==> src/logic/fcu_pkg.sv <==
// package: opcodes, field positions and flag layout of the compare unit
`default_nettype none
package fcu_pkg;
    localparam logic [5:0] OP_SGT     = 6'h39;
    localparam logic [5:0] OP_DLT     = 6'h2A;
    localparam logic [5:0] OP_SLT     = 6'h3A;
    localparam logic [3:0] LOW_FIXED  = 4'h8;
    localparam int         OP_LSB     = 6;
    localparam int         DST_LSB    = 23;
    localparam int         SECOND_SOURCE_LSB   = 18;
    localparam int         FIRST_SOURCE_LSB   = 13;
    localparam int         XPATH_BIT  = 12;
    localparam int         FIX_LSB    = 2;
    localparam int         SP_EXP_W   = 8;
    localparam int         SP_MAN_W   = 23;
    localparam int         DP_EXP_W   = 11;
    localparam int         DP_MAN_W   = 52;
    localparam logic [4:0] REG_RST    = 5'h00;
    localparam logic [31:0] WORD_RST  = 32'h0000_0000;
    // flag vector layout
    localparam int FL_UNORDERED_FLAG = 0;
    localparam int FL_INVALID_OP_FLAG = 1;
    localparam int FL_NAN1  = 2;
    localparam int FL_NAN2  = 3;
    localparam int FL_DEN1  = 4;
    localparam int FL_DEN2  = 5;
    localparam int FL_W     = 6;
    localparam logic [5:0] FLAGS_RST = 6'h00;
    typedef enum logic [1:0] {
        FCU_IDLE = 2'b01,
        FCU_HIGH = 2'b10
    } fcu_state_t;
endpackage
`default_nettype wire

==> src/logic/fcu_cmp_core.sv <==
// leaf: classifies two floats and orders them
`timescale 1ns/1ps
`default_nettype none
module fcu_cmp_core #(
    parameter int EXP_W = 8,
    parameter int MAN_W = 23
) (
    input  wire logic [EXP_W+MAN_W:0] a_i,
    input  wire logic [EXP_W+MAN_W:0] b_i,
    output logic                      a_nan_o,
    output logic                      b_nan_o,
    output logic                      a_den_o,
    output logic                      b_den_o,
    output logic                      a_lt_b_o,
    output logic                      a_gt_b_o
);
    localparam int W = EXP_W + MAN_W + 1;
    wire logic [EXP_W-1:0] a_exp = a_i[W-2:MAN_W];
    wire logic [EXP_W-1:0] b_exp = b_i[W-2:MAN_W];
    wire logic [MAN_W-1:0] a_man = a_i[MAN_W-1:0];
    wire logic [MAN_W-1:0] b_man = b_i[MAN_W-1:0];
    wire logic a_zero = (a_exp == '0);
    wire logic b_zero = (b_exp == '0);
    assign a_nan_o = (&a_exp) && (a_man != '0);
    assign b_nan_o = (&b_exp) && (b_man != '0);
    assign a_den_o = a_zero && (a_man != '0);
    assign b_den_o = b_zero && (b_man != '0);
    // denormals flush to zero of either sign; magnitude compare then sign
    wire logic [W-2:0] a_mag = a_zero ? '0 : a_i[W-2:0];
    wire logic [W-2:0] b_mag = b_zero ? '0 : b_i[W-2:0];
    wire logic a_neg = a_i[W-1] && !a_zero;
    wire logic b_neg = b_i[W-1] && !b_zero;
    wire logic mag_lt = a_mag < b_mag;
    wire logic mag_gt = a_mag > b_mag;
    wire logic unordered_flag = a_nan_o || b_nan_o;
    wire logic lt_raw = (a_neg && !b_neg) ||
                        (!a_neg && !b_neg && mag_lt) ||
                        (a_neg && b_neg && mag_gt);
    wire logic gt_raw = (!a_neg && b_neg) ||
                        (!a_neg && !b_neg && mag_gt) ||
                        (a_neg && b_neg && mag_lt);
    assign a_lt_b_o = lt_raw && !unordered_flag; // RULE13
    assign a_gt_b_o = gt_raw && !unordered_flag; // RULE13
endmodule
`default_nettype wire

==> src/logic/fcu_top.sv <==
// float compare unit: single greater-than and less-than, double less-than
//
// Contract
// RULE1: opcode 111001 writes 1 when first source exceeds second, else 0.
// RULE2: opcode 101010 with low fixed bits 1000 is double less-than.
// RULE3: opcode 111010 with the same fixed bits is single less-than.
// RULE4: dst is bits 27-23, second source 22-18, first 17-13, cross 12.
// RULE5: less-than writes 1 when first is strictly below second, else 0.
// RULE6: a NaN source forces 0 and sets unordered and invalid flags.
// RULE7: only unordered, invalid and per-source NaN/denormal flags change.
// RULE8: single compares take single sources, second maybe cross path.
// RULE9: double compare takes register pairs, second maybe cross path.
// RULE10: a false predicate writes nothing and sets no flag.
// RULE11: single compares read and write in one stage, zero delay slots.
// RULE12: double reads low words first stage, high words and writes second.
// RULE13: zero and denormal compare equal; infinities bound everything.
`timescale 1ns/1ps
`default_nettype none
module fcu_top (
    input  wire logic        clk_sys_i,
    input  wire logic        rst_n_i,
    input  wire logic        issue_i,
    input  wire logic        pred_true_i,
    input  wire logic [31:0] instr_i,
    input  wire logic        unit_side_b_i,
    input  wire logic [31:0] first_source_i,
    input  wire logic [31:0] second_source_i,
    input  wire logic [31:0] cross_source_i,
    output logic             busy_o,
    output logic [4:0]       first_addr_o,
    output logic [4:0]       second_addr_o,
    output logic             cross_sel_o,
    output logic             high_word_o,
    output logic             wr_en_o,
    output logic [4:0]       wr_addr_o,
    output logic [31:0]      wr_data_o,
    output logic             s_unit_side_a_o,
    output logic             s_unit_side_b_o,
    output logic             flags_set_o,
    output logic [5:0]       flags_o
);
    // ---------------------------------------------------------------
    // decode
    // ---------------------------------------------------------------
    wire logic [5:0] op  = instr_i[fcu_pkg::OP_LSB +: 6];
    wire logic [3:0] fix = instr_i[fcu_pkg::FIX_LSB +: 4];
    wire logic fix_ok = (fix == fcu_pkg::LOW_FIXED);
    wire logic dec_sgt = fix_ok && (op == fcu_pkg::OP_SGT); // RULE1
    wire logic dec_dlt = fix_ok && (op == fcu_pkg::OP_DLT); // RULE2
    wire logic dec_slt = fix_ok && (op == fcu_pkg::OP_SLT); // RULE3
    wire logic [4:0] dst_f  = instr_i[fcu_pkg::DST_LSB +: 5];  // RULE4
    wire logic [4:0] second_source_f = instr_i[fcu_pkg::SECOND_SOURCE_LSB +: 5]; // RULE4
    wire logic [4:0] first_source_f = instr_i[fcu_pkg::FIRST_SOURCE_LSB +: 5]; // RULE4
    wire logic xsel_f = instr_i[fcu_pkg::XPATH_BIT];           // RULE4

    fcu_pkg::fcu_state_t state_reg;
    fcu_pkg::fcu_state_t state_next;
    logic [31:0] lo1_reg;
    logic [31:0] lo2_reg;
    logic [4:0]  dst_reg;
    logic        xsel_reg;
    logic [4:0]  s1_reg;
    logic [4:0]  s2_reg;
    logic        side_reg;

    wire logic idle = (state_reg == fcu_pkg::FCU_IDLE);
    // a predicated-off op behaves as a no-operation
    wire logic go = idle && issue_i && pred_true_i; // RULE10
    wire logic go_sp = go && (dec_sgt || dec_slt);
    wire logic go_dp = go && dec_dlt;

    // source address and cross-path steering seen by the register file
    assign busy_o        = !idle;
    assign high_word_o   = !idle;
    assign first_addr_o  = idle ? first_source_f : s1_reg;
    assign second_addr_o = idle ? second_source_f : s2_reg;
    assign cross_sel_o   = idle ? xsel_f : xsel_reg;
    // second source may come over the cross path
    wire logic [31:0] b_word = cross_sel_o ? cross_source_i
                                           : second_source_i; // RULE8 RULE9

    // ---------------------------------------------------------------
    // comparators
    // ---------------------------------------------------------------
    logic sp_an, sp_bn, sp_ad, sp_bd, sp_lt, sp_gt;
    fcu_cmp_core #(.EXP_W(fcu_pkg::SP_EXP_W), .MAN_W(fcu_pkg::SP_MAN_W))
    u_sp (
        .a_i      (first_source_i),
        .b_i      (b_word),
        .a_nan_o  (sp_an),
        .b_nan_o  (sp_bn),
        .a_den_o  (sp_ad),
        .b_den_o  (sp_bd),
        .a_lt_b_o (sp_lt),
        .a_gt_b_o (sp_gt)
    ); // RULE8

    logic dp_an, dp_bn, dp_ad, dp_bd, dp_lt;
    // high words arrive in the second stage, low words were latched
    fcu_cmp_core #(.EXP_W(fcu_pkg::DP_EXP_W), .MAN_W(fcu_pkg::DP_MAN_W))
    u_dp (
        .a_i      ({first_source_i, lo1_reg}),
        .b_i      ({b_word, lo2_reg}),
        .a_nan_o  (dp_an),
        .b_nan_o  (dp_bn),
        .a_den_o  (dp_ad),
        .b_den_o  (dp_bd),
        .a_lt_b_o (dp_lt),
        .a_gt_b_o ()
    ); // RULE9 RULE12

    // ---------------------------------------------------------------
    // result selection
    // ---------------------------------------------------------------
    wire logic sp_bit = dec_sgt ? sp_gt : sp_lt;    // RULE1 RULE5
    wire logic res_bit = idle ? sp_bit : dp_lt;     // RULE5
    wire logic an = idle ? sp_an : dp_an;
    wire logic bn = idle ? sp_bn : dp_bn;
    wire logic ad = idle ? sp_ad : dp_ad;
    wire logic bd = idle ? sp_bd : dp_bd;
    wire logic wr_now = go_sp || !idle;             // RULE11 RULE12
    wire logic unordered_flag = an || bn;
    // only these six flags are ever driven
    wire logic [5:0] flag_vec = {bd, ad, bn, an, unordered_flag, unordered_flag}; // RULE6 RULE7

    always_comb begin
        state_next = state_reg;
        unique case (state_reg)
            fcu_pkg::FCU_IDLE: begin
                if (go_dp) begin
                    state_next = fcu_pkg::FCU_HIGH;
                end
            end
            fcu_pkg::FCU_HIGH: begin
                state_next = fcu_pkg::FCU_IDLE;
            end
            default: begin
                state_next = fcu_pkg::FCU_IDLE;
            end
        endcase
    end

    always_ff @(posedge clk_sys_i or negedge rst_n_i) begin
        if (!rst_n_i) begin
            state_reg <= fcu_pkg::FCU_IDLE;
            lo1_reg   <= fcu_pkg::WORD_RST;
            lo2_reg   <= fcu_pkg::WORD_RST;
            dst_reg   <= fcu_pkg::REG_RST;
            s1_reg    <= fcu_pkg::REG_RST;
            s2_reg    <= fcu_pkg::REG_RST;
            xsel_reg  <= 1'b0;
            side_reg  <= 1'b0;
        end else begin
            state_reg <= state_next;
            if (go_dp) begin
                lo1_reg  <= first_source_i; // RULE12
                lo2_reg  <= b_word;         // RULE12
                dst_reg  <= dst_f;
                s1_reg   <= first_source_f;
                s2_reg   <= second_source_f;
                xsel_reg <= xsel_f;
                side_reg <= unit_side_b_i;
            end
        end
    end

    // registered write-back: result visible the cycle after the write edge
    always_ff @(posedge clk_sys_i or negedge rst_n_i) begin
        if (!rst_n_i) begin
            wr_en_o         <= 1'b0;
            wr_addr_o       <= fcu_pkg::REG_RST;
            wr_data_o       <= fcu_pkg::WORD_RST;
            flags_set_o     <= 1'b0;
            flags_o         <= fcu_pkg::FLAGS_RST;
            s_unit_side_a_o <= 1'b0;
            s_unit_side_b_o <= 1'b0;
        end else begin
            wr_en_o         <= wr_now;                     // RULE10
            flags_set_o     <= wr_now;                     // RULE10
            wr_addr_o       <= idle ? dst_f : dst_reg;
            // a NaN forces 0 via the comparator gating
            wr_data_o       <= {31'h0000_0000, res_bit && wr_now}; // RULE6
            flags_o         <= wr_now ? flag_vec : fcu_pkg::FLAGS_RST; // RULE7
            s_unit_side_a_o <= wr_now && !(idle ? unit_side_b_i : side_reg);
            s_unit_side_b_o <= wr_now && (idle ? unit_side_b_i : side_reg);
        end
    end
endmodule
`default_nettype wire

==> config.mk <==
export PLATFORM = sky130hd
export DESIGN_NAME = fcu_top
export DESIGN_NICKNAME = d
export VERILOG_FILES = /design/src/logic/fcu_pkg.sv /design/src/logic/fcu_cmp_core.sv /design/src/logic/fcu_top.sv
export SDC_FILE = /design/constraint.sdc
export NUM_CORES = 1
export LEC_CHECK = 0
export ABC_AREA = 0
export BUFFER_PORTS_ARGS = -buffer_cell sky130_fd_sc_hd__clkbuf_2
export CORE_MARGIN = 2
export CORE_UTILIZATION = 50
export DETAILED_ROUTE_END_ITERATION = 7
export HOLD_SLACK_MARGIN = 0.1
export PLACE_DENSITY = 0.85
export SYNTH_ARGS = -nofsm -noshare
export SYNTH_HDL_FRONTEND = slang
export SYNTH_HIERARCHICAL = 1
export SYNTH_SLANG_ARGS = --single-unit
==> constraint.sdc <==
create_clock -name clk_sys_i -period 4 [get_ports clk_sys_i]
set_input_delay 0.6 -clock clk_sys_i [delete_from_list [all_inputs] [get_ports clk_sys_i]]
set_output_delay 0.6 -clock clk_sys_i [all_outputs]
set_load 0.03 [all_outputs]
==> results of run 1 <==
==> power by group through the flow <==
stage / combinational [uW] / sequential, uW / clock [uW]
after floorplan: 374 / 1020 / 0
after global placement: 589 / 1010 / 0
after CTS: 617 / 996 / 964
after global routing: 696 / 997 / 998
after detailed placement: 606 / 1010 / 0
final: 639 / 996 / 959
==> layout make-up <==
type | instances | area, um^2
inverters | 28 | 105
multi-input cells | 702 | 5510
fillers | 1342 | 6490
repair buffers | 215 | 1290
flip-flops and latches | 97 | 2430
well taps | 220 | 275
clock inverters | 6 | 90.1
clock buffers | 10 | 229
==> placed cells by master (no fill, tap or decap), types with 34 or more instances in the layout <==
master,instances
nand2_1,155
clkbuf_2,154
dfrtp_1,96
ha_1,94
and2_1,78
buf_4,55
mux2_4,53
nor4_1,46
mux2_1,45
a21oi_1,34
==> how the worst min path moves through the flow <==
stage,startpoint,endpoint,slack [ns],depth (start not counted)
floorplan,rst_n_i,dst_reg[0],0.30,0
global route,rst_n_i,lo1_reg[20],0.24,1
CTS,rst_n_i,lo2_reg[21],0.22,1
global placement,dst_reg[2],wr_addr_o[2],0.45,2
detailed placement,dst_reg[1],wr_addr_o[1],0.46,2
finish,rst_n_i,lo2_reg[22],0.20,1
==> worst reg2reg max path, delay by kind of cell (launching register included) <==
| family | cells | cell delay (ns) |
|---|---|---|
| simple gates | 8 | 1.28 |
| compound gates | 5 | 1.03 |
| mux | 2 | 0.61 |
| flops | 1 | 0.52 |
| buf+inv | 3 | 0.50 |
| fa+ha+maj | 1 | 0.26 |
==> repair_timing <==
| item | CTS | global route |
|---|---|---|
| pin swaps | 5 | 4 |
| hold buffers | 0 | 0 |
| buffers inserted | 1 | 0 |
| gates resized for setup | 10 | 13 |
| setup endpoints to repair | 1 | 1 |
==> per-layer routing <==
metal | up-vias | wire (um) | track usage, %
li1 | 3439 | - | -
met1 | 3580 | 9490 | 33.0
met2 | 385 | 11400 | 44.3
met3 | 85 | 1740 | 5.13
met4 | 0 | 1110 | 13.4
met5 | - | 0 | 0
==> through the flow <==
stage / setup WS, ns / total power, uW / setup TNS (ns) / hold WS, ns
final: -0.242 / 2590 / -0.242 / 0.197
after global routing: -0.431 / 2690 / -0.431 / 0.244
after floorplan: -0.00779 / 1390 / -0.00779 / 0.304
after detailed placement: -0.205 / 1620 / -0.205 / 0.460
after global placement: -0.149 / 1600 / -0.149 / 0.453
after CTS: -0.201 / 2580 / -0.201 / 0.221
==> impl_results.md, run 1 <==
- Clock buffer depth: 2
- Initial antenna violation count: 0
- Vias in the first global route: 7,343
- Min Tclk post-route: 4.24 ns
- Rows: 47
- Crit share post-route: 106%
- WP data required: 4.29 ns
- CTS Root Cell: clkbuf_16
- Crit-path max FO: 46
- Clk slew on worst S/H paths: 0.07 ns
- Internal: 1800 uW
- Vias post-DR: 7,489
- Worst skew pair latency: 0.36 ns
- I/O Buffers: 155
- CP max-delay cell: dfstp_2
- Syn_area_per_cell: 9.43 um^2
- Failing checks: setup timing
- Routability cong.: 0.932
- Switching Fraction: 30.5%
- Layout cell share with drive strength beyond 1: 31.5%
- Sw Pwr: 792 uW
- TritonCTS clock tree: yes
- Die ar.: 17,600 um^2
- # diodes: 0
- Setup crit end: wr_data_o[0]
- Final hold vios: 0
- WP data arrival: 4.54 ns
- Final WS setup: -0.242 ns
- Clock sink count: 97
- Slew headroom: 35.0%
- Slew Limit Fails: 0
- Post-Layout Cell Count: 1,278
- 1st-pass router iterations: 5
- # DRC: 0
- R2r setup slk: -0.24 ns
- # IOs: 193
- Worst Hold Class: primary input to async pin
- Placement Cell Area: 9480 um^2
- First-pass GRT wire length: 37.1 mm
- Reg power frac: 38.4%
- FF-to-FF End: wr_data_o[0]
- Reg2Reg Depth: 19
- Total core area: 16,400 um^2
- Peak VDD IR: 0.196 mV
- Critical path cell sequence: nor2b_4, mux2i_4, buf_12, buf_4, mux2_4, nor4_4, nand3_2, buf_12, nand2_1, ha_1, and4_1, nor4b_4, a211oi_1, o32ai_2, a211oi_2, nand2_1, a221oi_2, nand2_1, o21ai_1
- CP top delay family: simple AND/OR/NAND/NOR gates
- Wire length per cell: 18.6 um
- WS Path Type: register to register
- Clk pwr share: 37.0%
- Setup violations, final: 1
- Initial Util: 50.5%
- DRT Wirelength: 23.7 mm
- RSZ-0062 raised after global routing: yes
- Worst Setup Start Kind: register
- Max Cap Violations: 0
- DP HPWL: 17.7 mm
- Antenna Nets Post-Route: 0
- Die width: 133 um
- Clk_skew: 0.00703 ns
- CP endpoint kind: register
- Area Overhead vs Synth: 19.6%
- H-Tree Depth: 3
- Slew of the pin with the lowest slew margin: 0.975 ns
- CP Depth: 19
- Total grt overflow: 0
- WP buf/inv: 3
- CTS Buf Count: 9
- Final design utilization: 60.5%
- Largest stage delay, worst path: 0.52 ns
- Post-Syn Area: 8290 um^2
- YS warnings: 6
- Pin count of the biggest net entering global routing: 55
- GR Util All Layers: 26.6%
- CP Launch Point: state_reg[0]
- Die H: 133 um
- Pwr dens: 261 nW/um^2
- Vias per cell: 5.86
- Status: complete, but fails checks
- Starting DRT DRC Count: 609
- Placed insts: 1,261
- Cells after synthesis: 879
- Achievable Freq: 236 MHz
- Comb pwr share: 24.6%
- Fin nets: 1,280
- Design area: 9920 um^2
- Leakage power: 0.00536 uW
- Cell repeated most along the worst path: nand2_1
- FF-to-FF Start: state_reg[0]
Note: power is estimated with default switching activity, not from simulation.
==> run 2, diff against run 1 <==
Settings changed: PLACE_DENSITY 0.85 to 0.86, SYNTH_HIERARCHICAL 1 to unset.
==> run 2 against run 1 <==
The run now ends clean. Highest routed layer unchanged. Clock skew is 0.0012 ns higher. Flip-flop and latch count stayed put. Area after synthesis is 5.5% lower. Critical path type unchanged. Hold slack better by 0.17 ns. Largest power group unchanged.
==> impl_results.md, run 2 <==
- Status: completed
- Clk pwr share: 36.5% (-0.5 points)
- Final hold vios: 0 (unchanged)
- Top cell type's share of synthesized area: 30.6%
- Die H: 129 um (-2.7%)
- # DRC: 0 (unchanged)
- Crit-path max FO: 12 (-74%)
- Most frequent cell after synthesis: nand2_1
- # diodes: 0 (unchanged)
- Die ar.: 16,700 um^2 (-5.3%)
- Synth top cells by count: nand2_1, dfrtp_1, ha_1, and2_1, mux2_2
- H-Tree Depth: 3 (unchanged)
- Clock buffer depth: 2 (unchanged)
- First-pass GRT wire length: 34.1 mm (-8.0%)
- Slew Limit Fails: 0 (unchanged)
- Worst Hold Class: primary input to async pin
- Crit share post-route: 98.2% (-7.8 points)
- Reg2Reg Depth: 18 (-1)
- Worst skew pair latency: 0.36 ns (about the same)
- Cells after synthesis: 915 (+4.1%)
- Slew headroom: 21.2% (-14 points)
- # IOs: 193 (unchanged)
- Clock sink count: 97 (unchanged)
- CTS Root Cell: clkbuf_16
- WP data arrival: 4.17 ns (-0.37 ns)
- Sw Pwr: 773 uW (-2.4%)
- Layout cell share with drive strength beyond 1: 30.8% (-0.70 points)
- Antenna Nets Post-Route: 0 (unchanged)
- Register area: 2430 um^2 (unchanged)
- Number of synthesized flops with an enable pin: 0
- Vias in the first global route: 7,102 (-3.3%)
- Largest cells by area after synthesis: dfrtp_1, ha_1, nand2_1
- FF-to-FF End: wr_data_o[0]
- Wire length per cell: 17.4 um (-6.1%)
- Slew of the pin with the lowest slew margin: 1.18 ns (+0.207 ns)
- Reg power frac: 39.9% (+1.5 points)
- Post-CTS Hold Buffers: 0 (unchanged)
- YS warnings: 0 (-6)
- Clk slew on worst S/H paths: 0.07 ns (about the same)
- Leakage power: 0.00502 uW (-6.3%)
- Initial Util: 51.4% (+0.84 points)
- Most common cell after layout, fill and taps aside: nand2_1
- Worst Setup Start Kind: register
- Max Cap Violations: 0 (unchanged)
- Internal: 1720 uW (-4.4%)
- Synth cell types: 52
- Fin Setup TNS: 0 ns (+0.242 ns)
- Post-Syn Area: 7840 um^2 (-5.5%)
- Number of synthesized register bits: 97
- GR Util All Layers: 25.8% (-0.79 points)
- DP HPWL: 16.2 mm (-8.5%)
- Multi-input gate area: 5290 um^2 (-4.0%)
- CP endpoint kind: register
- DRT Wirelength: 22.3 mm (-5.9%)
- Routability cong.: 0.947 (+1.6%)
- WP data required: 4.24 ns (-0.05 ns)
- Rows: 45 (-4.3%)
- Min Tclk post-route: 3.93 ns (-0.314 ns)
- Pin count of the biggest net entering global routing: 98 (+78%)
- Achievable Freq: 255 MHz (+8.0%)
- Starting DRT DRC Count: 629 (+3.3%)
- Peak VDD IR: 0.211 mV (+7.7%)
- Final Power: 2500 uW (-3.8%)
- Vias post-DR: 7,344 (-1.9%)
- FF-to-FF Start: state_reg[0]
- Vias per cell: 5.74 (-2.1%)
- Final WS setup: 0.0720 ns (+0.314 ns)
- Fillers: 1,277 (-4.8%)
- I/O Buffers: 155 (unchanged)
- R2r setup slk: 0.07 ns (+0.31 ns)
- Post-synth top area cell: dfrtp_1
- FFs w/ async S/R, synth: 100%
- Pre-CTS setup slack: 0.0503 ns (+0.256 ns)
- Post-synth top flop: dfrtp_1
- 1st-pass router iterations: 6 (+1)
- Syn_area_per_cell: 8.57 um^2 (-9.2%)
- WS Path Type: register to register
- Clk_skew: 0.00827 ns (+0.00124 ns)
- TritonCTS clock tree: yes
- Most frequent cells in the layout: nand2_1, clkbuf_2, dfrtp_1, ha_1, and2_1
- Setup violations, final: 0 (-1)
- Total core area: 15,300 um^2 (-7.0%)
- CTS Buf Count: 9 (unchanged)
- Initial antenna violation count: 0 (unchanged)
- RSZ-0062 raised after global routing: yes
- Total grt overflow: 0 (unchanged)
- Pwr dens: 262 nW/um^2 (+0.38%)
- Comb pwr share: 23.7% (-0.9 points)
- Area Overhead vs Synth: 21.3%
- Switching Fraction: 31.0% (+0.45 points)
- Register area share after synthesis: 31.0%
- Die width: 129 um (-2.7%)
- Fin nets: 1,291 (+0.86%)
==> run 2: cell families after synthesis <==
kind of cell	after synthesis	share of synthesized area, %
simple gates	434	26.8
xor+xnor	3	0.335
fa+ha+maj	94	15.0
flops	97	31.0
mux	89	12.8
compound gates	103	7.68
other cells	1	0.0478
buf+inv	94	6.34
==> run 2: through the flow <==
step | util, % | cells | hold WS (ns) | cell area [um^2]
detailed placement | 57.6 | 1252 | 0.456 | 8780
global route | 62.3 | 1280 | 0.449 | 9510
global placement | 57.6 | 1252 | 0.443 | 8780
CTS | 59.6 | 1268 | 0.414 | 9090
finish | 62.3 | 1280 | 0.366 | 9510
floorplan | - | 945 | 0.304 | 7950
==> run 2: worst max path at each step <==
stage | startpoint | endpoint | slack, ns | depth (start not counted)
3_5_place_dp | state_reg[0] | wr_data_o[0] | 0.05 | 19
4_1_cts | state_reg[0] | wr_data_o[0] | 0.03 | 19
5_1_grt | state_reg[0] | wr_data_o[0] | -0.14 | 18
6_report | state_reg[0] | wr_data_o[0] | 0.07 | 18
3_3_place_gp | state_reg[0] | wr_data_o[0] | 0.12 | 19
2_1_floorplan | state_reg[0] | wr_data_o[0] | 0.24 | 19
==> run 2: critical path, cell delays in order (launching register included) <==
cell and delay [ns]:
dfstp_2 0.52, nor2b_4 0.17, mux2i_4 0.34, buf_12 0.21, mux2i_4 0.26, and4_4 0.26, nand2_4 0.06, inv_4 0.08
nand2_8 0.08, buf_12 0.16, nand2_1 0.06, ha_1 0.18, nand4_1 0.19, nor3_2 0.33, and3_1 0.24, and3_4 0.20
nand3_2 0.08, a221oi_2 0.27, o32ai_2 0.11
==> run 2: power by group through the flow <==
stage | clock network, uW | logic, uW | registers, uW
3_5_place_dp | 0 | 526 | 1010
2_1_floorplan | 0 | 334 | 1020
3_3_place_gp | 0 | 505 | 1010
4_1_cts | 927 | 529 | 995
5_1_grt | 966 | 650 | 995
6_report | 910 | 591 | 995
==> run 2: per-layer routing <==
layer / share of wire [%] / GRT usage, % / vias to the layer above
li1: - / - / 3434
met1: 40 / 33.1 / 3523
met2: 49 / 43.0 / 318
met3: 7.2 / 3.22 / 69
met4: 4.2 / 13.2 / 0
met5: 0 / 0 / -
==> run 2: cell type report <==
class | instances | area share (%)
clock buffers | 9 | 2.37
inverters | 7 | 0.303
multi-input cells | 754 | 55.6
clock inverters | 7 | 0.869
repair buffers | 195 | 12.5
well taps | 211 | 2.78
flip-flops and latches | 97 | 25.5
==> run 2: timing repair <==
| action | CTS | global route |
|---|---|---|
| buffers inserted | 0 | 10 |
| resized for setup | 0 | 56 |
| endpoints found under the setup margin | 0 | 1 |
